### src/hw/ati_pkg.sv
// Package for the analyzer trigger interaction block.
// Assumes a single pclk domain at 100 MHz and an APB register slave.
package ati_pkg;
    // Register byte offsets
    localparam logic [11:0] ATI_CTRL_OFS = 12'h000;
    localparam logic [11:0] ATI_STAT_OFS = 12'h004;
    localparam logic [11:0] ATI_CMD_OFS = 12'h008;
    // Control field positions
    localparam int ATI_P1_BIT = 0;
    localparam int ATI_P2_BIT = 1;
    localparam int ATI_FALL_BIT = 2;
    localparam int ATI_TE_LSB = 3;
    localparam int ATI_XT_LSB = 5;
    localparam int ATI_INT_BIT = 7;
    localparam int ATI_DC_BIT = 8;
    localparam int ATI_WIDE_BIT = 9;
    localparam int ATI_CTRL_W = 10;
    // Command bits
    localparam int ATI_CMD_RESTART = 0;
    // Reset values: internal trigger on, all else off
    localparam logic [31:0] ATI_CTRL_RST = 32'h0000_0080;
    // Pulse width
    localparam int ATI_PULSE_NS = 100;
    localparam int ATI_CLK_NS = 10;
    localparam logic [3:0] ATI_PULSE_CYC =
        4'((ATI_PULSE_NS + ATI_CLK_NS - 1) / ATI_CLK_NS);
    // Option encodings
    typedef enum logic [1:0] {
        ATI_TE_OFF = 2'h0, ATI_TE_DRIVE = 2'h1, ATI_TE_RECV = 2'h2
    } ati_te_t;
    typedef enum logic [1:0] {
        ATI_XT_OFF = 2'h0, ATI_XT_DRIVE = 2'h1, ATI_XT_RECV = 2'h2,
        ATI_XT_BOTH = 2'h3
    } ati_xt_t;
endpackage

### src/hw/ati_pulse_if.sv
// Interface between the trigger core and a pulse port generator.
// Assumes both ends run on pclk.
`timescale 1ns/100ps
interface ati_pulse_if;
    logic enable;
    logic fire;
    logic falling;
    logic level;
    modport core (output enable, output fire, output falling, input level);
    modport gen (input enable, input fire, input falling, output level);
endinterface // ati_pulse_if

### src/hw/ati_pulse_gen.sv
// Fixed-width pulse generator for one output port.
// Assumes fire is a one-cycle pulse on pclk.
`timescale 1ns/100ps
module ati_pulse_gen
    import ati_pkg::*;
(
    input wire logic pclk,
    input wire logic presetn,
    ati_pulse_if.gen pif
);
    logic [3:0] cnt_r;
    logic [3:0] cnt_nxt;
    logic lvl_r;
    logic lvl_nxt;

    // Count down while a pulse is active; off port never starts one
    always_comb begin
        cnt_nxt = cnt_r;
        if (!pif.enable) begin
            cnt_nxt = 4'h0;
        end else if (pif.fire) begin
            cnt_nxt = ATI_PULSE_CYC;
        end else if (cnt_r != 4'h0) begin
            cnt_nxt = cnt_r - 4'h1;
        end
        // Idle level follows polarity so a falling pulse idles high
        lvl_nxt = (cnt_nxt != 4'h0) ^ (pif.falling & pif.enable);
    end

    always_ff @(posedge pclk or negedge presetn) begin
        if (!presetn) begin
            cnt_r <= 4'h0;
            lvl_r <= 1'b0;
        end else begin
            cnt_r <= cnt_nxt;
            lvl_r <= lvl_nxt;
        end
    end

    assign pif.level = lvl_r;

    off_quiet_a: assert property (
        @(posedge pclk) disable iff (!presetn)
        !pif.enable |=> !lvl_r)
        else $error("disabled port is active");
    pulse_len_a: assert property (
        @(posedge pclk) disable iff (!presetn)
        (pif.enable && pif.fire) ##1 (pif.enable && !pif.fire)[*8]
        |-> (lvl_r ^ pif.falling))
        else $error("pulse shorter than expected");
endmodule // ati_pulse_gen

### src/hw/ati_trigger.sv
// Trigger interaction top: APB registers, backplane lines, pulse ports.
// Assumes the trace engine gives trace_match and meas_done on pclk.
// Backplane lines are open-drain style: drive low-active as _o/_oe.
//
// Local design decisions: the placing of the registers and register access over APB.
`timescale 1ns/100ps
module ati_trigger
    import ati_pkg::*;
(
    input wire logic pclk,
    input wire logic presetn,
    input wire logic psel,
    input wire logic penable,
    input wire logic pwrite,
    input wire logic [11:0] paddr,
    input wire logic [31:0] pwdata,
    output logic [31:0] prdata,
    output logic pready,
    output logic pslverr,
    input wire logic trace_match,
    input wire logic meas_done,
    output logic triggered,
    output logic meas_armed,
    output logic port1_out,
    output logic port2_out,
    input wire logic bp_trig_en_i,
    output logic bp_trig_en_o,
    output logic bp_trig_en_oe,
    input wire logic bp_trig_i,
    output logic bp_trig_o,
    output logic bp_trig_oe,
    input wire logic bp_master_en_i,
    output logic bp_delay_clk_o,
    output logic bp_delay_clk_oe
);
    logic [ATI_CTRL_W-1:0] ctrl_r;
    logic [ATI_CTRL_W-1:0] ctrl_nxt;
    logic trig_r;
    logic trig_nxt;
    logic ten_seen_r;
    logic ten_seen_nxt;
    logic done_r;
    logic done_nxt;
    logic prev_done_r;
    logic [2:0] sy_te_r;
    logic [2:0] sy_tr_r;
    logic [2:0] sy_me_r;
    logic te_in_r;
    logic tr_in_r;
    logic me_in_r;
    logic [31:0] prdata_r;
    logic [31:0] prdata_nxt;
    logic wr_acc;
    logic rd_acc;
    logic hit;
    logic restart;
    logic any_opt;
    logic master_ok;
    logic int_ok;
    logic ext_ok;
    logic trig_event;
    logic done_event;
    ati_te_t te_mode;
    ati_xt_t xt_mode;

    ati_pulse_if p1_if();
    ati_pulse_if p2_if();

    // APB decode; zero wait states
    // Reads are captured in the setup cycle, so prdata already stands
    // at the access edge where the master takes it
    assign wr_acc = psel & penable & pwrite;
    assign rd_acc = psel & !penable & !pwrite;
    assign hit = (paddr == ATI_CTRL_OFS) || (paddr == ATI_STAT_OFS)
        || (paddr == ATI_CMD_OFS);
    assign pready = 1'b1;
    assign pslverr = psel & penable & !hit;
    assign prdata = prdata_r;
    assign restart = wr_acc && (paddr == ATI_CMD_OFS)
        && pwdata[ATI_CMD_RESTART];

    assign te_mode = ati_te_t'(ctrl_r[ATI_TE_LSB +: 2]);
    assign xt_mode = ati_xt_t'(ctrl_r[ATI_XT_LSB +: 2]);

    // Three-stage sampling; a change counts when stages two and three agree
    // Stage one feeds only stage two, so a metastable value stays contained
    always_ff @(posedge pclk or negedge presetn) begin
        if (!presetn) begin
            sy_te_r <= 3'h0;
            sy_tr_r <= 3'h0;
            sy_me_r <= 3'h0;
        end else begin
            sy_te_r <= {sy_te_r[1:0], bp_trig_en_i};
            sy_tr_r <= {sy_tr_r[1:0], bp_trig_i};
            sy_me_r <= {sy_me_r[1:0], bp_master_en_i};
        end
    end

    // Filtered levels, updated only when the last two stages agree
    always_ff @(posedge pclk or negedge presetn) begin
        if (!presetn) begin
            te_in_r <= 1'b0;
            tr_in_r <= 1'b0;
            me_in_r <= 1'b0;
        end else begin
            if (sy_te_r[2] == sy_te_r[1]) te_in_r <= sy_te_r[2];
            if (sy_tr_r[2] == sy_tr_r[1]) tr_in_r <= sy_tr_r[2];
            if (sy_me_r[2] == sy_me_r[1]) me_in_r <= sy_me_r[2];
        end
    end

    // Master enable gates the start only on the wide variant with options
    always_comb begin
        any_opt = ctrl_r[ATI_P1_BIT] | ctrl_r[ATI_P2_BIT]
            | (te_mode != ATI_TE_OFF) | (xt_mode != ATI_XT_OFF)
            | ctrl_r[ATI_DC_BIT];
        master_ok = !(ctrl_r[ATI_WIDE_BIT] & any_opt) | me_in_r;
        // Receive mode holds off the own trigger; off mode never samples
        int_ok = ctrl_r[ATI_INT_BIT] & trace_match
            & ((te_mode != ATI_TE_RECV) | ten_seen_r);
        ext_ok = tr_in_r & ((xt_mode == ATI_XT_RECV)
            | (xt_mode == ATI_XT_BOTH));
        trig_event = master_ok & !trig_r & (int_ok | ext_ok);
        done_event = meas_done & !prev_done_r & trig_r & !done_r;
    end

    // Control, trigger latch and read data next-state
    always_comb begin
        ctrl_nxt = ctrl_r;
        trig_nxt = trig_r;
        ten_seen_nxt = ten_seen_r;
        done_nxt = done_r;
        prdata_nxt = prdata_r;
        if (wr_acc && (paddr == ATI_CTRL_OFS)) begin
            ctrl_nxt = pwdata[ATI_CTRL_W-1:0];
        end
        // Latched until restart; a new trigger in the same cycle wins
        if (restart) begin
            trig_nxt = 1'b0;
            ten_seen_nxt = 1'b0;
            done_nxt = 1'b0;
        end
        if (te_mode == ATI_TE_RECV && te_in_r) begin
            ten_seen_nxt = 1'b1;
        end
        if (trig_event) begin
            trig_nxt = 1'b1;
        end
        if (done_event) begin
            done_nxt = 1'b1;
        end
        if (rd_acc) begin
            case (paddr)
                ATI_CTRL_OFS: prdata_nxt = {{(32-ATI_CTRL_W){1'b0}}, ctrl_r};
                ATI_STAT_OFS: prdata_nxt = {26'h0, me_in_r, tr_in_r,
                    te_in_r, ten_seen_r, done_r, trig_r};
                default: prdata_nxt = 32'h0;
            endcase
        end
    end

    always_ff @(posedge pclk or negedge presetn) begin
        if (!presetn) begin
            ctrl_r <= ATI_CTRL_RST[ATI_CTRL_W-1:0];
            trig_r <= 1'b0;
            ten_seen_r <= 1'b0;
            done_r <= 1'b0;
            prev_done_r <= 1'b0;
            prdata_r <= 32'h0;
        end else begin
            ctrl_r <= ctrl_nxt;
            trig_r <= trig_nxt;
            ten_seen_r <= ten_seen_nxt;
            done_r <= done_nxt;
            prev_done_r <= meas_done;
            prdata_r <= prdata_nxt;
        end
    end

    // Backplane drivers, registered from the trigger latch next-state, so they rise with triggered
    always_ff @(posedge pclk or negedge presetn) begin
        if (!presetn) begin
            bp_trig_en_oe <= 1'b0;
            bp_trig_oe <= 1'b0;
            bp_delay_clk_oe <= 1'b0;
        end else begin
            bp_trig_en_oe <= (te_mode == ATI_TE_DRIVE) & trig_nxt;
            // Drive mode only on own point; both mode on any source
            bp_trig_oe <= ((xt_mode == ATI_XT_DRIVE) & trig_nxt & (int_ok
                | trig_r)) | ((xt_mode == ATI_XT_BOTH) & trig_nxt);
            bp_delay_clk_oe <= ctrl_r[ATI_DC_BIT] & trig_nxt;
        end
    end

    // Lines are active low while enabled
    assign bp_trig_en_o = 1'b0;
    assign bp_trig_o = 1'b0;
    assign bp_delay_clk_o = 1'b0;
    assign triggered = trig_r;
    assign meas_armed = master_ok;

    // Pulse ports
    assign p1_if.enable = ctrl_r[ATI_P1_BIT];
    assign p1_if.fire = trig_event;
    assign p1_if.falling = ctrl_r[ATI_FALL_BIT];
    assign p2_if.enable = ctrl_r[ATI_P2_BIT];
    assign p2_if.fire = done_event;
    assign p2_if.falling = ctrl_r[ATI_FALL_BIT];
    assign port1_out = p1_if.level;
    assign port2_out = p2_if.level;

    // One generator per port; polarity is shared, enables are not
    ati_pulse_gen u_p1 (
        .pclk(pclk),
        .presetn(presetn),
        .pif(p1_if)
    );
    ati_pulse_gen u_p2 (
        .pclk(pclk),
        .presetn(presetn),
        .pif(p2_if)
    );

    // Trigger path checks
    p1_fire_a: assert property (
        @(posedge pclk) disable iff (!presetn)
        (trig_event && ctrl_r[ATI_P1_BIT] && !ctrl_r[ATI_FALL_BIT])
        ##1 ctrl_r[ATI_P1_BIT] |-> port1_out)
        else $error("port one did not pulse on trigger");
    p2_fire_a: assert property (
        @(posedge pclk) disable iff (!presetn)
        (done_event && ctrl_r[ATI_P2_BIT] && !ctrl_r[ATI_FALL_BIT])
        ##1 ctrl_r[ATI_P2_BIT] |-> port2_out)
        else $error("port two did not pulse on completion");
    te_off_a: assert property (
        @(posedge pclk) disable iff (!presetn)
        (te_mode == ATI_TE_OFF) ##1 (te_mode == ATI_TE_OFF)
        |-> !bp_trig_en_oe)
        else $error("trigger enable driven while off");
    te_drive_a: assert property (
        @(posedge pclk) disable iff (!presetn)
        (trig_event && te_mode == ATI_TE_DRIVE) |=> bp_trig_en_oe)
        else $error("trigger enable not driven");
    te_recv_a: assert property (
        @(posedge pclk) disable iff (!presetn)
        (te_mode == ATI_TE_RECV && !ten_seen_r && !ext_ok) |-> !trig_event)
        else $error("own trigger not held off");
    master_a: assert property (
        @(posedge pclk) disable iff (!presetn)
        (ctrl_r[ATI_WIDE_BIT] && any_opt && !me_in_r) |-> !trig_event)
        else $error("trigger before master enable");
    xt_off_a: assert property (
        @(posedge pclk) disable iff (!presetn)
        (xt_mode == ATI_XT_OFF) ##1 (xt_mode == ATI_XT_OFF)
        |-> !bp_trig_oe)
        else $error("trigger line driven while off");
    xt_drive_a: assert property (
        @(posedge pclk) disable iff (!presetn)
        (trig_event && int_ok && xt_mode == ATI_XT_DRIVE) |=> bp_trig_oe)
        else $error("trigger line not driven on own trigger");
    ext_recv_a: assert property (
        @(posedge pclk) disable iff (!presetn)
        (tr_in_r && master_ok && !trig_r && xt_mode == ATI_XT_RECV)
        |-> trig_event)
        else $error("received trigger ignored");
    xt_both_a: assert property (
        @(posedge pclk) disable iff (!presetn)
        (trig_event && xt_mode == ATI_XT_BOTH) |=> bp_trig_oe)
        else $error("trigger line not driven after trigger");
    int_on_a: assert property (
        @(posedge pclk) disable iff (!presetn)
        (ctrl_r[ATI_INT_BIT] && trace_match && master_ok && !trig_r
        && (te_mode != ATI_TE_RECV || ten_seen_r)) |-> trig_event)
        else $error("trace match did not trigger");
    int_off_a: assert property (
        @(posedge pclk) disable iff (!presetn)
        (!ctrl_r[ATI_INT_BIT] && !ext_ok) |-> !trig_event)
        else $error("internal trigger while disabled");
    latch_a: assert property (
        @(posedge pclk) disable iff (!presetn)
        (trig_r && !restart) |=> trig_r)
        else $error("trigger latch lost");
    dclk_a: assert property (
        @(posedge pclk) disable iff (!presetn)
        (trig_r && ctrl_r[ATI_DC_BIT]) ##1 ctrl_r[ATI_DC_BIT] ##0 trig_r
        |-> bp_delay_clk_oe)
        else $error("delay clock not driven");
    // Read data must show the control word captured at setup
    rd_ctrl_a: assert property (
        @(posedge pclk) disable iff (!presetn)
        (psel && !penable && !pwrite && paddr == ATI_CTRL_OFS)
        |=> (prdata == {{(32-ATI_CTRL_W){1'b0}}, $past(ctrl_r)}))
        else $error("read data not ready at access");

    // Main scenarios
    fall_pulse_c: cover property (@(posedge pclk) disable iff (!presetn)
        trig_event && ctrl_r[ATI_P1_BIT] && ctrl_r[ATI_FALL_BIT]);
    trig_int_c: cover property (@(posedge pclk) disable iff (!presetn)
        trig_event && int_ok);
    trig_ext_c: cover property (@(posedge pclk) disable iff (!presetn)
        trig_event && ext_ok && !int_ok);
    done_c: cover property (@(posedge pclk) disable iff (!presetn)
        done_event && ctrl_r[ATI_P2_BIT]);
    restart_c: cover property (@(posedge pclk) disable iff (!presetn)
        trig_r ##1 restart);
endmodule // ati_trigger

### config.mk
export PLATFORM = sky130hd
export DESIGN_NAME = ati_trigger
export DESIGN_NICKNAME = d
export VERILOG_FILES = /design/src/hw/ati_pkg.sv /design/src/hw/ati_pulse_if.sv /design/src/hw/ati_pulse_gen.sv /design/src/hw/ati_trigger.sv
export SDC_FILE = /design/constraint.sdc
export NUM_CORES = 1
export LEC_CHECK = 0
export BUFFER_PORTS_ARGS = -buffer_cell sky130_fd_sc_hd__buf_2
export CAP_MARGIN = 20
export CORE_UTILIZATION = 45
export CTS_BUF_LIST = sky130_fd_sc_hd__clkbuf_4 sky130_fd_sc_hd__clkbuf_8
export CTS_CLUSTER_SIZE = 24
export DETAILED_ROUTE_END_ITERATION = 16
export PLACE_DENSITY = 0.79
export SYNTH_ARGS = -nofsm -noshare
export SYNTH_HDL_FRONTEND = slang
export SYNTH_SLANG_ARGS = --single-unit
### constraint.sdc
create_clock -name pclk -period 2.9 [get_ports pclk]
set_input_delay 0 -clock pclk [delete_from_list [all_inputs] [get_ports pclk]]
set_output_delay 0 -clock pclk [all_outputs]
set_load 0.01 [all_outputs]
==> impl_metrics.ini, run 1 <==
[die]
start_util_pct = 47.2
ioPinCount = 98
dieArea_sq_um = 5270
dieWidth_um = 72.6
design.core.area_sq_um = 4750
rows = 25
die_height_um = 72.6

[synth]
synthAdderAreaFrac_pct = 2.46
syn_area_sq_um = 2240
synthTopCellsByArea = dfrtp_1 (54%), buf_4 (8.7%), mux2_2 (4.5%), nor2_1 (2.5%), a21oi_1 (2.5%)
syn_avg_cell_area_sq_um = 10.9
synthMuxAreaShare_pct = 5.86
yosysTopAreaCellShare_pct = 53.6
synth-edff-count = 0
synth_compound_area_share_pct = 8.04
yosysSeqAreaShare_pct = 54.7
syn_inst = 206
ys_types = 41
ys_ff_latch = 49
synth_top_family_by_area = simple AND/OR/NAND/NOR gates
async_reset_ff_share_pct = 100
yosys_warnings = 0
synthSimpleGateAreaFrac_pct = 15.4
synth_flop_cell = dfrtp_1
synth_xor_area_share_pct = 1.56
synth_top_area_cell = dfrtp_1

[timing]
fmax_ghz = 0.438
period_share_pct = 78.8
worst_slew_pin_slew_ps = 580
drv_slew = 0
rsz0062_at_grt = no
fin_worst_skew_ps = 7.41
slew_headroom_pct = 61.2
hold_viol_final = 0
period_needed_ps = 2290
tns_ps = 0
finalSetupViolations = 0

[final_layout]
syn2layout_area_growth_pct = 22.5
drive_gt1_share_pct = 29.0
fillCellCount = 414
multiInputGateArea_sq_um = 856
stdcell_area_sq_um = 2750
final_common_cell = buf_2
regArea_sq_um = 1230
antenna_cells = 0
layout_common_cells = buf_2 (49), dfrtp_1 (48), conb_1 (26)
fin_nets = 331

[placed_design]
io_buffer_count = 49
gp_congestion = 0.758
dpl.hpwl_um = 3000
placed_cell_area_sq_um = 2480

[critical_path]
start_kind = flop
arrival_ps = 2490
end_kind = flop
r2r_slack_ps = 610
path_max_fanout = 4
cp_data_required_time_ps = 3100
crit_type = flop to flop

[global_routing]
first_global_vias = 1575
globalRoute.totalOverflow = 0
grt_use_total_pct = 17.7
grt_max_degree = 50
antenna_found_initial = 0
grt_pass1_wl_um = 7060

[clocking]
path_clk_slew_ps = 90
cts_hold_buffers = 15
cts-resized-gates = 0
postCtsSetupBuffers = 0
ctsRootBufferMaster = clkbuf_8
clkLatencyLatePin_ps = 310
cts_sinks = 49
cts_tree = yes
htreeDepth = 2
cts_buffer_depth = 2
numCtsBuffers = 5

[flow_run]
cap_violations = 0

[routing]
routed_wl_um = 4200
route.detailed.drc = 0
wl_per_cell_um = 12.3
drt_iter0_drc = 138
viasPerCell = 4.72
antenna_left = 0
route.vias.total = 1619
first_pass_iters = 4

[pwr]
finalPower_mw = 1.70
p_leak_nw = 1.34
peakVddDrop_mv = 0.382
p_per_area_nw_per_um2 = 620

[run_status]
status = finished, final reports clean

[worst_hold_path]
hold_class = primary input to flop
==> synthesized netlist by cell type, types with 3 or more instances <==
library cell,number
dfrtp_1,48
buf_4,26
nor2_1,15
inv_1,13
a21oi_1,11
nand2_1,11
mux2_2,9
o21ai_0,8
a22oi_1,6
nand3_1,5
nor3_1,5
clkbuf_1,3
maj3_1,3
mux2i_1,3
xnor2_1,3
==> flip-flops by register name, summed over array words and instances (netlist names), 3 cells and up <==
signal	count
prdata	10
ctrl_r	10
u_p1.cnt_r	4
sy_me_r	3
u_p2.cnt_r	4
sy_tr_r	3
sy_te_r	3
==> stage by stage <==
step,cells,utilization (%),worst slack (ps),hold slack (ps)
finish,343,57.8,615,53.7
global placement,318,52.1,675,107
floorplan,230,-,745,-296
detailed placement,318,52.1,618,111
CTS,341,57.1,611,136
global route,343,57.8,492,65.2
==> critical path: stages, from the launching register on <==
cell,delay [ps]
dfrtp_1,380
inv_1,90
ha_1,200
or3b_2,490
xnor2_1,150
and3_1,190
or4_1,530
xnor2_1,150
==> path summary, 6_finish.rpt <==
check	start	end	cells after the start
worst max-delay path	u_p2.cnt_r[0]$_DFF_PN0_	u_p2.pif.level$_DFF_PN0_	7
worst min-delay path	pwrite	prdata[5]$_DFFE_PN0P_	4
worst max register to register	u_p2.cnt_r[0]$_DFF_PN0_	u_p2.pif.level$_DFF_PN0_	7
worst min register to register	sy_tr_r[0]$_DFF_PN0_	sy_tr_r[1]$_DFF_PN0_	0
max in group asynchronous	presetn	u_p2.cnt_r[0]$_DFF_PN0_	3
min in group asynchronous	presetn	sy_te_r[0]$_DFF_PN0_	2
==> layer usage <==
metal	vias up	track usage, %	wire, um	part of all wire [%]
met5	-	0	0	0
met4	0	8.71	82	2.0
met3	9	3.45	153	3.6
met2	40	28.5	2150	51
met1	781	23.1	1820	43
li1	789	-	-	-
==> power by group <==
part	total, mW	internal, mW	switching [mW]	leakage [nW]
combinational	0.467	0.226	0.242	0.693
clock	0.403	0.171	0.232	0.0445
sequential	0.832	0.776	0.0567	0.598
==> kinds of logic (layout without fill, tap and decap cells) <==
kind of cell             Yosys count  count (layout)
other                              2              26
adder cells (fa/ha/maj)            5               5
AO/OA/AOI/OAI                     30              30
XOR/XNOR                           4               4
buffers and inverters             43              89
flip-flops                        49              49
multiplexers                      12              12
AND/OR/NAND/NOR                   61              61
==> final cells by class <==
type	instances	share of cell area [%]
Sequential cell	49	44.7
Multi-Input combinational cell	138	31.1
Inverter	13	1.78
Clock inverter	3	0.774
Timing Repair Buffer	68	16.1
Tap cell	67	3.05
Clock buffer	5	2.50
No activity file was read; power rests on OpenSTA's default activity.
==> run 2: changes to the inputs <==
Clock period 2.9 ns to 2.3 ns, I/O delays scaled along.
==> run 2 against run 1 <==
  * Global-route usage grew 0.28 points
  * Total power grew 32%
  * Utilization grew 0.32 points
  * Cell area grew 0.55%
  * Non-clock buffer count is the same
  * Sequential share of layout area shrank 0.24 points
  * Clock power grew 45%
  * Count of clock-buffer cells in the layout is the same
  * Wire length grew 4.6%
  * Critical path depth is the same
  * Via count grew 2.2%
  * Setup slack lost 500 ps
  * Critical endpoint unchanged
  * Highest routed layer unchanged
==> impl_metrics.ini, run 2 (synthesis gave the netlist of run 1 again) <==
[run_status]
status = finished, final reports clean

[routing]
wl_per_cell_um = 12.9
routed_wl_um = 4400
drt_iter0_drc = 74
antenna_left = 0
first_pass_iters = 4
viasPerCell = 4.84
route.detailed.drc = 0
route.vias.total = 1655

[critical_path]
path_max_fanout = 4
slowest_delay_ps = 530
cp_slowest_cell = or4_1
r2r_cells = 7
r2r_slack_ps = 110
crit_type = flop to flop
worst-path-buf-inv = 1
crit_family = simple AND/OR/NAND/NOR gates
start_kind = flop
r2r_end = u_p2.pif.level$_DFF_PN0_
r2r_start = u_p2.cnt_r[0]$_DFF_PN0_
end_kind = flop
cp_data_required_time_ps = 2490
path_common_cell = xnor2_1
path_cells = inv_1 > ha_2 > or3b_4 > xnor2_1 > and3_1 > or4_1 > xnor2_1
arrival_ps = 2380

[global_routing]
grt_max_degree = 50
antenna_found_initial = 0
grt_pass1_wl_um = 7020
first_global_vias = 1552
grt_use_total_pct = 18.0
globalRoute.totalOverflow = 0

[clocking]
numCtsBuffers = 5
cts_buffer_depth = 2
path_clk_slew_ps = 80
ctsRootBufferMaster = clkbuf_8
postCtsSetupBuffers = 0
cts_tree = yes
clkLatencyLatePin_ps = 300
htreeDepth = 2
cts_sinks = 49

[timing]
period_needed_ps = 2190
drv_slew = 0
finalSetupViolations = 0
fin_worst_skew_ps = 3.40
layout_setup_ws_ps = 110
rsz0062_at_grt = no
hold_viol_final = 0
holdWs_ps = 170
period_share_pct = 95.2
slew_headroom_pct = 64.4
fmax_ghz = 0.457
tns_ps = 0
worst_slew_pin_slew_ps = 534

[placed_design]
dpl.hpwl_um = 3120
io_buffer_count = 49
gp_congestion = 0.753
pre_cts_ws_ps = 4.82

[worst_hold_path]
min_from = paddr[3]
worstHoldPathCells = 4
hold_class = primary input to flop
holdPathEnd = prdata[2]$_DFFE_PN0P_

[final_layout]
layout_common_cells = buf_2 (49), dfrtp_1 (48), conb_1 (26)
syn2layout_area_growth_pct = 23.2
drive_gt1_share_pct = 29.1
antenna_cells = 0
fin_nets = 331
final_common_cell = buf_2

[flow_run]
cap_violations = 0

[die]
dieArea_sq_um = 5270
die_height_um = 72.6
dieWidth_um = 72.6
design.core.area_sq_um = 4750
ioPinCount = 98
start_util_pct = 47.2
rows = 25

[pwr]
peakVddDrop_mv = 0.503
p_per_area_nw_per_um2 = 811
p_leak_nw = 1.34
## run 2: final cells by class
class | count | area, sq um
well taps | 67 | 83.8
clock buffers | 5 | 68.8
fillers | 435 | 1990
inverters | 13 | 48.8
clock inverters | 2 | 35.0
repair buffers | 68 | 438
multi-input cells | 138 | 861
flip-flops and latches | 49 | 1230
## run 2: routing by layer
metal / global-route usage (%) / share of wire [%]
met5: 0 / 0
met4: 6.54 / 0.96
met3: 5.11 / 4.1
met2: 30.5 / 54
met1: 22.0 / 40
## run 2: worst max-delay path by stage
stage | startpoint | end | slack, ps | cells after the start
finish | u_p2.cnt_r[0]$_DFF_PN0_ | u_p2.pif.level$_DFF_PN0_ | 110 | 7
global route | u_p2.cnt_r[0]$_DFF_PN0_ | u_p2.pif.level$_DFF_PN0_ | 8 | 7
CTS | u_p2.cnt_r[0]$_DFF_PN0_ | u_p2.pif.level$_DFF_PN0_ | 100 | 7
detailed placement | u_p2.cnt_r[0]$_DFF_PN0_ | u_p2.pif.level$_DFF_PN0_ | 5 | 7
global placement | u_p2.cnt_r[0]$_DFF_PN0_ | u_p2.pif.level$_DFF_PN0_ | 80 | 7
floorplan | u_p2.cnt_r[0]$_DFF_PN0_ | u_p2.pif.level$_DFF_PN0_ | 150 | 7
## run 2: metrics by stage
step	cells	utilization [%]	total power, mW	cell area [sq um]
6_report	342	58.1	2.24	2760
3_5_place_dp	319	52.2	1.64	2480
4_1_cts	341	57.7	2.25	2740
5_1_grt	342	58.1	2.38	2760
3_3_place_gp	319	52.2	1.59	2480
2_1_floorplan	230	-	1.50	2330
## run 2: worst reg2reg max path: stages, from the launching register on
cell and delay, ps:
dfrtp_1 390, inv_1 90, ha_2 200, or3b_4 400
xnor2_1 140, and3_1 190, or4_1 530, xnor2_1 140
## run 2: report_power, final
| part | leakage (nW) | internal [mW] | switching, mW |
|---|---|---|---|
| combinational | 0.692 | 0.294 | 0.312 |
| clock | 0.0540 | 0.316 | 0.267 |
| sequential | 0.598 | 0.978 | 0.0742 |
## run 2: timing repair
item                                    4_1_cts  5_1_grt
hold endpoints to repair                     62        0
hold buffers                                 15        0
pin swaps                                     0        1
cloned                                        0        0
endpoints found under the setup margin        1        1
gates resized for setup                       2        0
==> run 3: changes to the inputs <==
Settings changed: CTS_CLUSTER_DIAMETER set to 150.
Clock period 2.3 ns to 2.7 ns, I/O delays scaled along.
==> run 3 against run 2 <==
  * Clock power down 9.3%
  * Total power is 14% lower
  * Clock skew grew 3.5 ps
  * Wire length is 0.93% higher
  * Die area is the same
  * Combinational power shrank 17%
  * Largest power group unchanged
  * Sequential power decreased by 15%
  * Worst hold slack got worse by 37 ps
  * Cell area grew 0.23%
  * Global-route usage about the same
  * Register-to-register slack improved by 290 ps
==> impl_metrics.ini, run 3 (synthesis gave the netlist of run 1 again) <==
[critical_path]
start_kind = flop
cp_data_required_time_ps = 2900
worst-path-buf-inv = 1
arrival_ps = 2500
slowest_delay_ps = 530
crit_type = flop to flop
path_cells = inv_1 > ha_1 > or3b_2 > xnor2_1 > and3_1 > or4_1 > xnor2_1
path_common_cell = xnor2_1
end_kind = flop
crit_family = simple AND/OR/NAND/NOR gates
r2r_slack_ps = 400
path_max_fanout = 4
cp_slowest_cell = or4_1

[clocking]
htreeDepth = 2
ctsRootBufferMaster = clkbuf_8
path_clk_slew_ps = 90
cts_sinks = 49
numCtsBuffers = 5
cts_tree = yes
cts_buffer_depth = 2
cts_hold_buffers = 15
postCtsSetupBuffers = 0
cts-resized-gates = 0
clkLatencyLatePin_ps = 310

[timing]
hold_viol_final = 0
fin_worst_skew_ps = 6.85
period_needed_ps = 2300
drv_slew = 0
tns_ps = 0
fmax_ghz = 0.436
finalSetupViolations = 0
period_share_pct = 85.0
rsz0062_at_grt = no

[global_routing]
globalRoute.totalOverflow = 0
grt_use_total_pct = 18.1
antenna_found_initial = 0
grt_pass1_wl_um = 7020
grt_max_degree = 50
first_global_vias = 1538

[pwr]
peakVddDrop_mv = 0.428
p_per_area_nw_per_um2 = 695
p_leak_nw = 1.34

[routing]
routed_wl_um = 4440
route.vias.total = 1662
drt_iter0_drc = 70
first_pass_iters = 4
wl_per_cell_um = 12.9
route.detailed.drc = 0
antenna_left = 0
viasPerCell = 4.85

[die]
die_height_um = 72.6
dieArea_sq_um = 5270
rows = 25
design.core.area_sq_um = 4750
ioPinCount = 98
dieWidth_um = 72.6
start_util_pct = 47.2

[placed_design]
dpl.hpwl_um = 3140
gp_congestion = 0.751
io_buffer_count = 49

[final_layout]
syn2layout_area_growth_pct = 23.5
fin_util_pct = 58.2
final_common_cell = buf_2
multiInputGateArea_sq_um = 856
layout_common_cells = buf_2 (49), dfrtp_1 (48), conb_1 (26)
antenna_cells = 0
drive_gt1_share_pct = 29.0
fin_nets = 331
fillCellCount = 431
regArea_sq_um = 1230

[flow_run]
cap_violations = 0

[worst_hold_path]
hold_class = primary input to async pin

[run_status]
status = finished, final reports clean
run 3: where the power goes:
group	switching [mW]	total [mW]	leakage, nW	internal [mW]
registers	0.0615	0.895	0.598	0.833
clock network	0.252	0.529	0.0543	0.277
logic	0.259	0.501	0.692	0.242
total	0.572	1.92	1.34	1.35
run 3: final timing paths:
path	start	end	depth (start not counted)
setup / recovery	u_p2.cnt_r[0]$_DFF_PN0_	u_p2.pif.level$_DFF_PN0_	7
hold / removal	presetn	tr_in_r$_DFFE_PN0N_	2
setup reg to reg	u_p2.cnt_r[0]$_DFF_PN0_	u_p2.pif.level$_DFF_PN0_	7
hold reg to reg	sy_tr_r[0]$_DFF_PN0_	sy_tr_r[1]$_DFF_PN0_	0
max in group asynchronous	presetn	u_p2.cnt_r[0]$_DFF_PN0_	3
min in group pclk	paddr[3]	prdata[0]$_DFFE_PN0P_	4
run 3: final cells by class:
type / count / area share [%]
flip-flops and latches: 49 / 44.3
clock buffers: 5 / 2.49
well taps: 67 / 3.03
clock inverters: 3 / 1.67
multi-input cells: 138 / 30.9
repair buffers: 68 / 15.8
inverters: 13 / 1.76
run 3: per-stage QoR:
stage / instances / cell area [sq um] / power (mW) / setup slack (ps) / hold WS, ps
after floorplan: 230 / 2330 / 1.28 / 545 / -296
final: 343 / 2770 / 1.92 / 405 / 133
after detailed placement: 319 / 2480 / 1.39 / 402 / 110
after CTS: 342 / 2750 / 1.93 / 392 / 177
after global routing: 343 / 2770 / 2.04 / 336 / 148
after global placement: 319 / 2480 / 1.35 / 475 / 107
run 3: metal layers:
| metal | vias to the layer above | share of wire, % | track usage, % |
|---|---|---|---|
| met1 | 816 | 41 | 22.0 |
| met2 | 50 | 52 | 29.8 |
| met4 | 0 | 2.0 | 7.84 |
| met5 | - | 0 | 0 |
| met3 | 8 | 5.0 | 5.39 |
| li1 | 788 | - | - |
